`config.mk`:
```
export PLATFORM = sky130hd
export DESIGN_NAME = synth_postdiv_frame_pulse
export DESIGN_NICKNAME = d
export VERILOG_FILES = /design/src/verilog/postdiv_channel.v /design/src/verilog/synth_postdiv_frame_pulse.v
export VERILOG_INCLUDE_DIRS = /design/src /design/src/verilog
export SDC_FILE = /design/constraint.sdc
export NUM_CORES = 1
export LEC_CHECK = 0
export ABC_CLOCK_PERIOD_IN_PS = 9400
export BUFFER_PORTS_ARGS = -buffer_cell sky130_fd_sc_hd__buf_4
export CORE_ASPECT_RATIO = 1.1
export CORE_MARGIN = 2
export CORE_UTILIZATION = 50
export CTS_CLUSTER_DIAMETER = 50
export CTS_CLUSTER_SIZE = 24
export DETAILED_ROUTE_END_ITERATION = 16
export PLACE_DENSITY = 0.66
export RECOVER_POWER = 100
export REMOVE_ABC_BUFFERS = 1
export SYNTH_ARGS = -nofsm -noshare
export SYNTH_HDL_FRONTEND = slang
export SYNTH_SLANG_ARGS = --single-unit
```
`constraint.sdc`:
```
create_clock -name clk_i -period 9.4 [get_ports clk_i]
set_input_delay 0.94 -clock clk_i [delete_from_list [all_inputs] [get_ports clk_i]]
set_output_delay 0.94 -clock clk_i [all_outputs]
set_load 0.05 [all_outputs]
```
`src/verilog/postdiv_map.vh`:
```
`ifndef POSTDIV_MAP_VH
`define POSTDIV_MAP_VH

// ----------------------------------------------------------------------
// Register byte addresses (most significant byte first)
// ----------------------------------------------------------------------
`define PD_ADDR_B_HI      8'hA7
`define PD_ADDR_B_MID     8'hA8
`define PD_ADDR_B_LO      8'hA9
`define PD_ADDR_C_HI      8'hAA
`define PD_ADDR_C_MID     8'hAB
`define PD_ADDR_C_LO      8'hAC

// ----------------------------------------------------------------------
// Reset values
// ----------------------------------------------------------------------
`define PD_CFG_RST        24'h000000
`define PD_BYTE_RST       8'h00
`define PD_MASK_RST       3'h0
`define PD_MASK_FULL      3'h7
`define PD_UNMAPPED_DATA  8'h00

// ----------------------------------------------------------------------
// Field layout of a configuration word
// ----------------------------------------------------------------------
`define PD_SHAPE_MSB      23
`define PD_SHAPE_LSB      20
`define PD_FRAME_CODE     4'hF
`define PD_STYLE_BIT      19
`define PD_POL_BIT        18
`define PD_SEL_MSB        17
`define PD_SEL_LSB        16
`define PD_INTV_MSB       15
`define PD_INTV_LSB       0

// ----------------------------------------------------------------------
// Related clock selector codes
// ----------------------------------------------------------------------
`define PD_SEL_A          2'h0
`define PD_SEL_B          2'h1
`define PD_SEL_C          2'h2
`define PD_SEL_D          2'h3

`endif

```
`src/verilog/postdiv_channel.v`:
```
`timescale 1ns/1ps
`include "postdiv_map.vh"

module postdiv_channel (
	input  wire        clk_i,     // VCO clock
	input  wire        sys_rst_i, // Synchronous reset, active high
	input  wire        ce_i,      // Clock enable
	input  wire        load_i,    // Apply cfg_i this cycle
	input  wire [23:0] cfg_i,     // Complete configuration word
	input  wire        rel_ok_i,  // Selected related clock is legal
	input  wire        rel_i,     // Selected related clock level
	output wire        out_o,     // Divided clock or frame pulse
	output wire        frame_o    // Frame-pulse mode active
);

	reg  [23:0] cfg_q;
	reg  [23:0] div_cnt_q;
	reg  [23:0] div_cnt_d;
	reg         div_out_q;
	reg         rel_prev_q;
	reg  [15:0] per_cnt_q;
	reg         pulse_q;
	reg         out_q;
	wire        frame_mode;
	wire [23:0] eff_ratio;
	wire [23:0] hi_len;
	wire [15:0] intv;
	wire [15:0] intv_m1;
	wire        rel_rise;
	wire        rel_fall;
	wire        boundary;

	assign frame_mode = (cfg_q[`PD_SHAPE_MSB:`PD_SHAPE_LSB] == `PD_FRAME_CODE); // [RULE1]
	// A ratio of one cannot be made from a single-edge counter, so it runs as two.
	assign eff_ratio  = (cfg_q == 24'h000001) ? 24'h000002 : cfg_q;             // [RULE2]
	assign hi_len     = eff_ratio - {1'b0, eff_ratio[23:1]};
	assign intv       = cfg_q[`PD_INTV_MSB:`PD_INTV_LSB];
	assign intv_m1    = intv - 16'h0001;
	assign rel_rise   = rel_i & ~rel_prev_q;
	assign rel_fall   = ~rel_i & rel_prev_q;
	assign boundary   = (intv != 16'h0000) && (per_cnt_q == intv_m1);

	always @* begin
		if (div_cnt_q >= eff_ratio - 24'h000001) begin
			div_cnt_d = 24'h000000;
		end else begin
			div_cnt_d = div_cnt_q + 24'h000001;
		end
	end

	// ----------------------------------------------------------------------
	// Regular clock divider and frame pulse engine
	// ----------------------------------------------------------------------
	always @(posedge clk_i) begin
		if (sys_rst_i) begin
			cfg_q      <= `PD_CFG_RST;
			div_cnt_q  <= 24'h000000;
			div_out_q  <= 1'b0;
			rel_prev_q <= 1'b0;
			per_cnt_q  <= 16'h0000;
			pulse_q    <= 1'b0;
			out_q      <= 1'b0;
		end else if (ce_i) begin
			rel_prev_q <= rel_i;
			if (load_i) begin
				cfg_q     <= cfg_i;
				div_cnt_q <= 24'h000000;
				div_out_q <= 1'b0;
				per_cnt_q <= 16'h0000;
				pulse_q   <= 1'b0;
			end else if (!frame_mode) begin
				// A zero ratio parks the output low.
				if (cfg_q == 24'h000000) begin
					div_cnt_q <= 24'h000000;
					div_out_q <= 1'b0;
				end else begin
					div_cnt_q <= div_cnt_d;                                 // [RULE4]
					div_out_q <= (div_cnt_d < hi_len);                      // [RULE2]
				end
			end else if (!rel_ok_i || intv == 16'h0000) begin
				per_cnt_q <= 16'h0000;
				pulse_q   <= 1'b0;
			end else begin
				if (rel_rise) begin
					per_cnt_q <= boundary ? 16'h0000 : per_cnt_q + 16'h0001; // [RULE5]
				end
				if (cfg_q[`PD_STYLE_BIT]) begin
					// Edge style: pulse opens on the boundary rising edge.
					if (rel_rise) begin
						pulse_q <= boundary;                                // [RULE10] [RULE7]
					end
				end else if (rel_fall) begin
					// Centred style: open half a period before the boundary.
					pulse_q <= boundary;                                    // [RULE10] [RULE7]
				end
			end
			out_q <= frame_mode ? (pulse_q ^ cfg_q[`PD_POL_BIT]) : div_out_q; // [RULE9]
		end
	end

	assign out_o   = out_q;
	assign frame_o = frame_mode;

endmodule // postdiv_channel

```
`src/verilog/synth_postdiv_frame_pulse.v`:
```
// Operation
// RULE1: A shape field of all ones turns the output into a frame pulse described by bits 19:0.
// RULE2: Any other shape value gives a 50% duty clock whose ratio is the whole 24-bit word; the code keeps odd ratios high one cycle longer.
// RULE3: Software keeps regular-clock ratios at or below 15728639 so they never alias frame mode.
// RULE4: In clock mode the output is the VCO clock divided by the programmed ratio; the code divides by 2 for ratio 1 and parks low for 0.
// RULE5: In frame mode pulses are spaced by the 16-bit interval count of related-clock periods.
// RULE6: A two-bit selector picks the related sibling clock; for output C code 10 is reserved.
// RULE7: Each frame pulse lasts exactly one period of the related clock.
// RULE8: Software never lets a frame-pulse output select its own divider as related clock.
// RULE9: The polarity bit gives a plain pulse when 0 and an inverted pulse when 1.
// RULE10: The style bit centres the frame boundary in the pulse when 0 and puts it on an edge when 1.
// RULE11: Each configuration word is readable, writable and resets to zero, which means clock mode.
// RULE12: A new word takes effect only once all three of its bytes have been written.
`timescale 1ns/1ps
`include "postdiv_map.vh"

module synth_postdiv_frame_pulse (
	input  wire       clk_i,         // VCO clock, 40 MHz
	input  wire       sys_rst_i,     // Synchronous reset, active high
	input  wire       ce_i,          // Clock enable, freezes all state when low
	input  wire [7:0] addr_i,        // Register byte address
	input  wire       wr_en_i,       // Byte write strobe
	input  wire       rd_en_i,       // Byte read strobe
	input  wire [7:0] wdata_i,       // Write data
	output wire [7:0] rdata_o,       // Read data, valid the cycle after rd_en_i
	input  wire       rel_a_i,       // Sibling output A level
	input  wire       rel_d_i,       // Sibling output D level
	output wire       out_b_o,       // Output B clock or frame pulse
	output wire       out_c_o,       // Output C clock or frame pulse
	output wire       frame_b_o,     // Output B in frame-pulse mode
	output wire       frame_c_o,     // Output C in frame-pulse mode
	output wire       pending_b_o,   // Output B word partly written
	output wire       pending_c_o    // Output C word partly written
);

	// ----------------------------------------------------------------------
	// Staged bytes and write tracking
	// ----------------------------------------------------------------------
	reg  [23:0] stage_b_q;
	reg  [23:0] stage_c_q;
	reg  [2:0]  mask_b_q;
	reg  [2:0]  mask_c_q;
	reg  [2:0]  mask_b_d;
	reg  [2:0]  mask_c_d;
	reg  [7:0]  rdata_q;
	reg  [7:0]  rdata_d;
	reg         load_b_q;
	reg         load_c_q;
	reg         rel_b_sel;
	reg         rel_b_ok;
	reg         rel_c_sel;
	reg         rel_c_ok;
	wire [2:0]  hit_b;
	wire [2:0]  hit_c;
	wire        wr;
	wire        out_b;
	wire        out_c;

	// ----------------------------------------------------------------------
	// Byte address decode
	// ----------------------------------------------------------------------
	assign wr = wr_en_i & ce_i;

	// Index 2 is the high byte, index 0 the low byte.
	assign hit_b = {addr_i == `PD_ADDR_B_HI,
		addr_i == `PD_ADDR_B_MID,
		addr_i == `PD_ADDR_B_LO};
	assign hit_c = {addr_i == `PD_ADDR_C_HI,
		addr_i == `PD_ADDR_C_MID,
		addr_i == `PD_ADDR_C_LO};

	always @(posedge clk_i) begin
		if (sys_rst_i) begin
			stage_b_q <= `PD_CFG_RST;                                          // [RULE11]
			stage_c_q <= `PD_CFG_RST;                                          // [RULE11]
		end else if (wr) begin
			if (hit_b[2]) begin
				stage_b_q[23:16] <= wdata_i;
			end
			if (hit_b[1]) begin
				stage_b_q[15:8] <= wdata_i;
			end
			if (hit_b[0]) begin
				stage_b_q[7:0] <= wdata_i;
			end
			if (hit_c[2]) begin
				stage_c_q[23:16] <= wdata_i;
			end
			if (hit_c[1]) begin
				stage_c_q[15:8] <= wdata_i;
			end
			if (hit_c[0]) begin
				stage_c_q[7:0] <= wdata_i;
			end
		end
	end

	// ----------------------------------------------------------------------
	// Byte mask and apply strobe
	// ----------------------------------------------------------------------
	// The byte mask accumulates in any order; a ratio is never applied while
	// some of its bytes still hold the old value.
	always @* begin
		mask_b_d = mask_b_q | (wr ? hit_b : `PD_MASK_RST);                     // [RULE12]
		mask_c_d = mask_c_q | (wr ? hit_c : `PD_MASK_RST);                     // [RULE12]
	end

	// The apply strobe lasts one cycle and empties the mask with it, so the
	// write that completes a word is never counted towards the next one.
	always @(posedge clk_i) begin
		if (sys_rst_i) begin
			mask_b_q <= `PD_MASK_RST;
			mask_c_q <= `PD_MASK_RST;
			load_b_q <= 1'h0;
			load_c_q <= 1'h0;
		end else if (ce_i) begin
			load_b_q <= (mask_b_d == `PD_MASK_FULL);                           // [RULE12]
			load_c_q <= (mask_c_d == `PD_MASK_FULL);                           // [RULE12]
			mask_b_q <= (mask_b_d == `PD_MASK_FULL) ? `PD_MASK_RST : mask_b_d;
			mask_c_q <= (mask_c_d == `PD_MASK_FULL) ? `PD_MASK_RST : mask_c_d;
		end
	end

	// ----------------------------------------------------------------------
	// Read back
	// ----------------------------------------------------------------------
	// Reads return the staged word so software sees what it wrote even while
	// the remaining bytes are still outstanding.
	always @* begin
		case (addr_i)
			`PD_ADDR_B_HI:  rdata_d = stage_b_q[23:16];                        // [RULE11]
			`PD_ADDR_B_MID: rdata_d = stage_b_q[15:8];
			`PD_ADDR_B_LO:  rdata_d = stage_b_q[7:0];
			`PD_ADDR_C_HI:  rdata_d = stage_c_q[23:16];                        // [RULE11]
			`PD_ADDR_C_MID: rdata_d = stage_c_q[15:8];
			`PD_ADDR_C_LO:  rdata_d = stage_c_q[7:0];
			default:        rdata_d = `PD_UNMAPPED_DATA;
		endcase
	end

	always @(posedge clk_i) begin
		if (sys_rst_i) begin
			rdata_q <= `PD_BYTE_RST;
		end else if (ce_i && rd_en_i) begin
			rdata_q <= rdata_d;
		end
	end

	// ----------------------------------------------------------------------
	// Related clock selection
	// ----------------------------------------------------------------------
	// The selector is captured on the same apply strobe as the channel's word,
	// so the related clock and the frame decision always switch together; a
	// reserved code parks the pulse rather than looping an output back on itself.
	reg [1:0] sel_b_q;
	reg [1:0] sel_c_q;

	always @(posedge clk_i) begin
		if (sys_rst_i) begin
			sel_b_q <= `PD_SEL_A;
			sel_c_q <= `PD_SEL_A;
		end else if (ce_i) begin
			if (load_b_q) begin
				sel_b_q <= stage_b_q[`PD_SEL_MSB:`PD_SEL_LSB];
			end
			if (load_c_q) begin
				sel_c_q <= stage_c_q[`PD_SEL_MSB:`PD_SEL_LSB];
			end
		end
	end

	always @* begin
		rel_b_sel = 1'b0;
		rel_b_ok  = 1'b1;
		case (sel_b_q)                                                         // [RULE6]
			`PD_SEL_A: rel_b_sel = rel_a_i;
			`PD_SEL_C: rel_b_sel = out_c;
			`PD_SEL_D: rel_b_sel = rel_d_i;
			default:   rel_b_ok  = 1'b0;                                       // [RULE8]
		endcase
	end

	always @* begin
		rel_c_sel = 1'b0;
		rel_c_ok  = 1'b1;
		case (sel_c_q)                                                         // [RULE6]
			`PD_SEL_A: rel_c_sel = rel_a_i;
			`PD_SEL_B: rel_c_sel = out_b;
			`PD_SEL_D: rel_c_sel = rel_d_i;
			default:   rel_c_ok  = 1'b0;                                       // [RULE8]
		endcase
	end

	// ----------------------------------------------------------------------
	// Output channels
	// ----------------------------------------------------------------------
	postdiv_channel u_chan_b (
		.clk_i     (clk_i),
		.sys_rst_i (sys_rst_i),
		.ce_i      (ce_i),
		.load_i    (load_b_q),
		.cfg_i     (stage_b_q),
		.rel_ok_i  (rel_b_ok),
		.rel_i     (rel_b_sel),
		.out_o     (out_b),
		.frame_o   (frame_b_o)
	);

	postdiv_channel u_chan_c (
		.clk_i     (clk_i),
		.sys_rst_i (sys_rst_i),
		.ce_i      (ce_i),
		.load_i    (load_c_q),
		.cfg_i     (stage_c_q),
		.rel_ok_i  (rel_c_ok),
		.rel_i     (rel_c_sel),
		.out_o     (out_c),
		.frame_o   (frame_c_o)
	);

	assign out_b_o     = out_b;
	assign out_c_o     = out_c;
	assign rdata_o     = rdata_q;
	assign pending_b_o = (mask_b_q != `PD_MASK_RST);
	assign pending_c_o = (mask_c_q != `PD_MASK_RST);

endmodule // synth_postdiv_frame_pulse

```
==> run_results.csv, run 1 <==
group,metric,value,unit
outcome,status,"complete, but fails checks",
outcome,violations,"max-capacitance violations, max-slew violations",
global_routing,grt_first_pass_wirelength,70.8,mm
logic_synthesis,yosys_most_used_dff,"dfxtp_1",
worst_setup_path,start_kind,"register",
clock_network,cts_tree,"yes",
logic_synthesis,ys_types,89,
timing,finalClockSkew,0.0194,ns
timing,fin_crit_sh,85.4,%
die,core_area,33100,µm²
worst_setup_path,startpoint,"u_chan_c.cfg_q[2]",
worst_setup_path,r2r_cells,29,
clock_network,cts_sinks,200,
finish,layout_common_cells,"250 x nand2_1, 233 x ha_1, 213 x nor2_1, 200 x dfxtp_1, 155 x a21oi_1",
power,p_seq_share,49.9,%
die,die_width,179,µm
worst_setup_path,required,9.79,ns
timing,final-setup-viol-count,0,
global_routing,gr-usage-all-layers,25.2,%
drt,vias,14500,
timing,slew_headroom,-127,%
timing,rsz0062_at_grt,"false",
worst_setup_path,critPathKind,"reg -> reg",
run,maxCapViolCount,4,
timing,final.min_clock_period,8.03,ns
timing,fmax,0.125,GHz
timing,hold_slack,0.477,ns
die,dieArea,35000,µm²
clock_network,clkTransAtPathRegs,0.08,ns
logic_synthesis,ys_warn_count,0,
power,intPower,1.25,mW
worst_setup_path,crit_path_end_kind,"register",
power,pwr-share-comb,4.0,%
finish,syn2layout_area_growth,5.87,%
finish,layout-drive-gt1-share,4.93,%
worst_setup_path,cp.arrival,8.41,ns
drt,viasPerCell,5.77,
drt,drc,0,
worst_setup_path,crit_path_frequent_cell,"o21ai_0",
power,p_sw,455,µW
drt,ant_nets,0,
clock_network,htreeDepth,4,
placed_design,gp_congestion,0.902,
timing,final_hold_viol_count,0,
power,ir_worst_vdd,158,µV
worst_setup_path,r2r-end,"u_chan_c.div_out_q",
drt,firstDrtPassIters,5,
worst_setup_path,rr_startpoint,"u_chan_c.cfg_q[2]",
finish,fin_util,53.6,%
worst_setup_path,r2r_slack,1.37,ns
timing,drv_slew,186,
worst_setup_path,worst-path-max-fanout,23,
power,p_leak,7.43,nW
logic_synthesis,synth_edf_count,0,
global_routing,antenna_found_initial,0,
drt,wirelength,43.5,mm
logic_synthesis,synth-seq-cells,200,
finish,fillers,3235,
worst_setup_path,cpPeakStageDelay,0.80,ns
clock_network,cts_buffers,17,
logic_synthesis,seq_area_frac_synth,23.9,%
die,ios,37,
logic_synthesis,async_flop_share,0,%
global_routing,first_global_vias,14200,
worst_setup_path,endpoint,"u_chan_c.div_out_q",
power,finalPower,1.71,mW
power,p_sw_share,26.6,%
clock_network,post_cts_resized,0,
drt,wire_per_inst,17.3,µm
finish,finalNonFillerCells,2522,
worst_hold_path,hold_path.class,"reg -> reg",
worst_setup_path,critPathSlowestCell,"clkbuf_1",
timing,tightest_slew,3.41,ns
clock_network,clock_latency,0.46,ns
logic_synthesis,synth_area,16800,µm²
finish,fin_nets,2335,
clock_network,post_cts_buffers,0,
drt,first_iter_violations,809,
global_routing,grt_max_degree,76,
die,start_util,50.6,%
logic_synthesis,syn_avg_cell_area,7.90,µm²
die,die_h,196,µm
finish,diodes,0,
timing,tns,0,ns
finish,layout_commonest_cell,"nand2_1",
power,power_density,96.2,nW/µm²
clock_network,root_buffer,"clkbuf_16",
power,p_clk_share,46.1,%
clock_network,hold_buffers,0,
clock_network,clock_path_buffers,2,
logic_synthesis,syn-instance-count,2121,
placed_design,dp.cells,2490,
placed_design,port_buffers,36,
placed_design,hpwlAfterDp,33.9,mm
global_routing,gr-total-overflow,0,
die,rows,70,
==> how the worst min path moves through the flow <==
stage / depth (start not counted) / slack, ns / endpoint / start
detailed placement: 2 / 0.47 / stage_c_q[14] / stage_c_q[14]
finish: 2 / 0.48 / u_chan_c.cfg_q[22] / stage_c_q[22]
floorplan: 2 / 0.43 / sel_c_q[0] / stage_c_q[16]
CTS: 2 / 0.48 / u_chan_b.cfg_q[21] / stage_b_q[21]
global route: 2 / 0.49 / u_chan_c.cfg_q[22] / stage_c_q[22]
global placement: 2 / 0.47 / stage_c_q[11] / stage_c_q[11]
==> metrics by stage <==
stage	instance area [µm²]	worst slack [ns]
after floorplan	16300	2.10
final	17700	1.37
after CTS	17900	1.81
after global placement	17200	1.92
after detailed placement	17200	1.84
after global routing	17700	0.572
==> cell families after synthesis <==
family,Yosys count,synth area share [%]
and+or+nand+nor,772,22.2
AOI/OAI and AO/OA,434,17.2
buffers and inverters,243,5.68
xor gates and xnor gates,187,9.77
DFF,200,23.9
muxes,50,3.60
adders and majority gates,235,17.6
==> power groups by stage <==
stage	registers [mW]	clock network, mW	logic, mW
after floorplan	0.878	0	0.0225
after global placement	0.872	0	0.0697
after detailed placement	0.872	0	0.0702
after CTS	0.852	0.806	0.0704
after global routing	0.852	0.831	0.0737
final	0.852	0.787	0.0686
==> final cells by class <==
class	instances	area [µm²]	share of cell area (%)
Inverter	131	492	2.77
Timing Repair Buffer	49	300	1.69
Clock buffer	17	425	2.40
Clock inverter	15	200	1.13
Multi-Input combinational cell	1678	11800	66.4
Tap cell	432	541	3.05
Sequential cell	200	4000	22.6
==> cell usage after synthesis, drive strengths merged, types with 8 or more instances <==
master  count  area share [%]
nand2     251             5.7
a21o       36             1.6
clkbuf     92             2.1
and3       26            0.97
a211oi     16            0.72
a22o       17            0.89
a21boi      8            0.38
nand2b     19            0.71
xor2       68             3.6
buf        20            0.69
and2       10            0.39
o21ai      56             1.7
nor3       45             1.4
nor2b      27             1.0
inv       131             2.9
nor2      214             4.9
nor4       18            0.80
a31oi      21            0.91
o21bai     19            0.85
or3        18            0.67
nand4      30             1.2
dfxtp     200              24
o31ai       9            0.40
a22oi      15            0.67
nor3b      14            0.63
a32o        8            0.48
a221oi     10            0.56
nand3      55             1.6
or4        14            0.65
ha        233              17
mux2i      40             2.4
a21oi     155             4.6
xnor2     119             6.2
mux4        8             1.1
==> registers in the layout (all words and copies together) (netlist names), 8 cells and up <==
name	flops
u_chan_b.per_cnt_q	16
u_chan_c.cfg_q	23
stage_b_q	24
u_chan_c.per_cnt_q	16
rdata_o	8
u_chan_b.div_cnt_q	24
u_chan_c.div_cnt_q	24
u_chan_b.cfg_q	23
stage_c_q	24
==> worst max-delay path: cells and delay by family (launching register included) <==
| kind | cells | cell delay [ns] |
|---|---|---|
| AO/OA/AOI/OAI | 14 | 2.79 |
| flip-flops | 1 | 0.42 |
| buffers and inverters | 2 | 0.92 |
| adder cells (fa/ha/maj) | 3 | 0.92 |
| AND/OR/NAND/NOR | 9 | 2.72 |
| XOR/XNOR | 1 | 0.17 |
==> per-layer routing <==
layer,routed length [µm],share of wire [%],track usage (%)
met2,21900,50,45.2
met3,1460,3.4,3.20
met1,18800,43,30.2
met5,0,0,0
met4,1460,3.3,10.0
(Power assumes the default switching activity.)
==> run 2: changes to the inputs <==
--- a/config.mk
+++ b/config.mk
@@ -9,7 +9,6 @@
 export ABC_CLOCK_PERIOD_IN_PS = 9400
 export BUFFER_PORTS_ARGS = -buffer_cell sky130_fd_sc_hd__buf_4
 export CORE_ASPECT_RATIO = 1.1
-export CORE_MARGIN = 2
 export CORE_UTILIZATION = 50
 export CTS_CLUSTER_DIAMETER = 50
 export CTS_CLUSTER_SIZE = 24
==> run_results.csv, run 2 (same netlist as run 1, synthesis figures left out) <==
group,metric,value,unit
outcome,status,"complete, but fails checks",
outcome,violations,"max-capacitance violations, max-slew violations",
worst_setup_path,startpoint,"u_chan_b.cfg_q[8]",
timing,final.min_clock_period,7.87,ns
clock_network,post_cts_buffers,0,
worst_setup_path,critPathKind,"reg -> reg",
global_routing,first_global_vias,14200,
worst_hold_path,min_from,"stage_c_q[15]",
finish,layout_common_cells,"249 x nand2_1, 233 x ha_1, 211 x nor2_1, 200 x dfxtp_1, 155 x a21oi_1",
clock_network,hold_buffers,0,
drt,wire_per_inst,17.3,µm
timing,final-setup-viol-count,0,
timing,setup_ws,1.53,ns
clock_network,htreeDepth,4,
finish,diodes,0,
drt,viasPerCell,5.79,
global_routing,grt_max_degree,60,
global_routing,gr-usage-all-layers,25.7,%
power,ir_worst_vdd,130,µV
clock_network,cts_buffers,17,
worst_setup_path,start_kind,"register",
drt,wirelength,43.5,mm
timing,tns,0,ns
drt,drc,0,
clock_network,cts_sinks,200,
worst_setup_path,rr_startpoint,"u_chan_b.cfg_q[8]",
timing,final_hold_viol_count,0,
die,die_width,177,µm
drt,vias,14600,
worst_hold_path,hold_path.class,"reg -> reg",
die,ios,37,
worst_setup_path,cp.arrival,8.23,ns
run,maxCapViolCount,4,
placed_design,port_buffers,36,
finish,layout-drive-gt1-share,4.93,%
timing,tightest_slew,2.60,ns
clock_network,root_buffer,"clkbuf_16",
timing,finalClockSkew,0.0213,ns
power,p_leak,7.45,nW
finish,layout_commonest_cell,"nand2_1",
worst_setup_path,crit_path_frequent_cell,"o21ai_0",
die,rows,69,
placed_design,gp_congestion,0.908,
die,die_h,194,µm
global_routing,gr-total-overflow,0,
placed_design,post-place-ws,1.82,ns
global_routing,grt_first_pass_wirelength,71.3,mm
drt,first_iter_violations,742,
clock_network,clkTransAtPathRegs,0.08,ns
worst_setup_path,cpPeakStageDelay,0.68,ns
clock_network,cts_tree,"yes",
clock_network,clock_latency,0.46,ns
global_routing,antenna_found_initial,1,
worst_setup_path,critPathSlowestCell,"or4_1",
drt,ant_nets,0,
power,power_density,96.2,nW/µm²
finish,fillers,3143,
finish,syn2layout_area_growth,5.87,%
die,dieArea,34300,µm²
timing,slew_headroom,-73.5,%
drt,firstDrtPassIters,5,
worst_setup_path,required,9.76,ns
timing,fmax,0.127,GHz
die,start_util,51.4,%
finish,fin_nets,2336,
timing,drv_slew,154,
die,core_area,32600,µm²
finish,fin_util,54.4,%
timing,fin_crit_sh,83.8,%
timing,rsz0062_at_grt,"false",
worst_setup_path,crit_path_end_kind,"register",
clock_network,clock_path_buffers,2,
clock_network,post_cts_resized,0,
worst_setup_path,worst-path-max-fanout,32,
placed_design,hpwlAfterDp,34.0,mm
[run 2: cell types whose count changed in the layout (fill, tap and decap cells not counted), moves of 2 or more]
cell / before / now
clkinv_8: 5 / 3
and2_1: 9 / 7
and2_0: 0 / 2
clkinvlp_4: 3 / 1
nor2_1: 213 / 211
nor2_2: 1 / 3
clkinv_4: 0 / 2
clkbuf_1: 18 / 20
[run 2: layout make-up]
| type | count | area [µm²] | area share (%) |
|---|---|---|---|
| multi-input combinational | 1678 | 11800 | 66.5 |
| sequential | 200 | 4000 | 22.6 |
| tap | 426 | 533 | 3.00 |
| inverter | 131 | 492 | 2.77 |
| clock buffer | 17 | 425 | 2.40 |
| timing repair buffer | 50 | 300 | 1.69 |
| clock inverter | 15 | 198 | 1.11 |
[run 2: path summary, 6_finish.rpt]
check                                           to  slack, ns  cells past startpoint
worst max-delay path            u_chan_b.div_out_q       1.53                     30
worst min-delay path                 stage_c_q[15]       0.48                      2
worst max register to register  u_chan_b.div_out_q       1.53                     30
worst min register to register       stage_c_q[15]       0.48                      2
[run 2: metal layers]
layer  track usage [%]  vias up  wire length [µm]
met2              46.1      293             21600
met3              3.31       77              1470
met5                 0        -                 0
met1              30.3     6893             18800
met4              10.9        0              1620
li1                  -     7301                 -
[run 2: where the power goes]
| part | switching [mW] | internal [mW] |
|---|---|---|
| Clock | 0.396 | 0.389 |
| Combinational | 0.0520 | 0.0171 |
| Sequential | 0.00244 | 0.849 |
[run 2: critical path, delay by kind of cell (launching register included)]
family                     cells  cell delay [ns]
adders and majority gates      3             0.86
DFF                            1             0.43
xor gates and xnor gates       1             0.14
and+or+nand+nor               14             3.84
buffers and inverters          2             0.47
AOI/OAI and AO/OA             10             2.02
[run 2: through the flow]
| stage | cells | power [mW] | hold slack, ns | instance area, µm² |
|---|---|---|---|---|
| final | 2517 | 1.71 | 0.477 | 17700 |
| after CTS | 2517 | 1.72 | 0.479 | 17900 |
| after global placement | 2485 | 0.942 | 0.465 | 17200 |
| after global routing | 2517 | 1.76 | 0.491 | 17700 |
| after floorplan | 2009 | 0.900 | 0.435 | 16300 |
| after detailed placement | 2485 | 0.943 | 0.468 | 17200 |
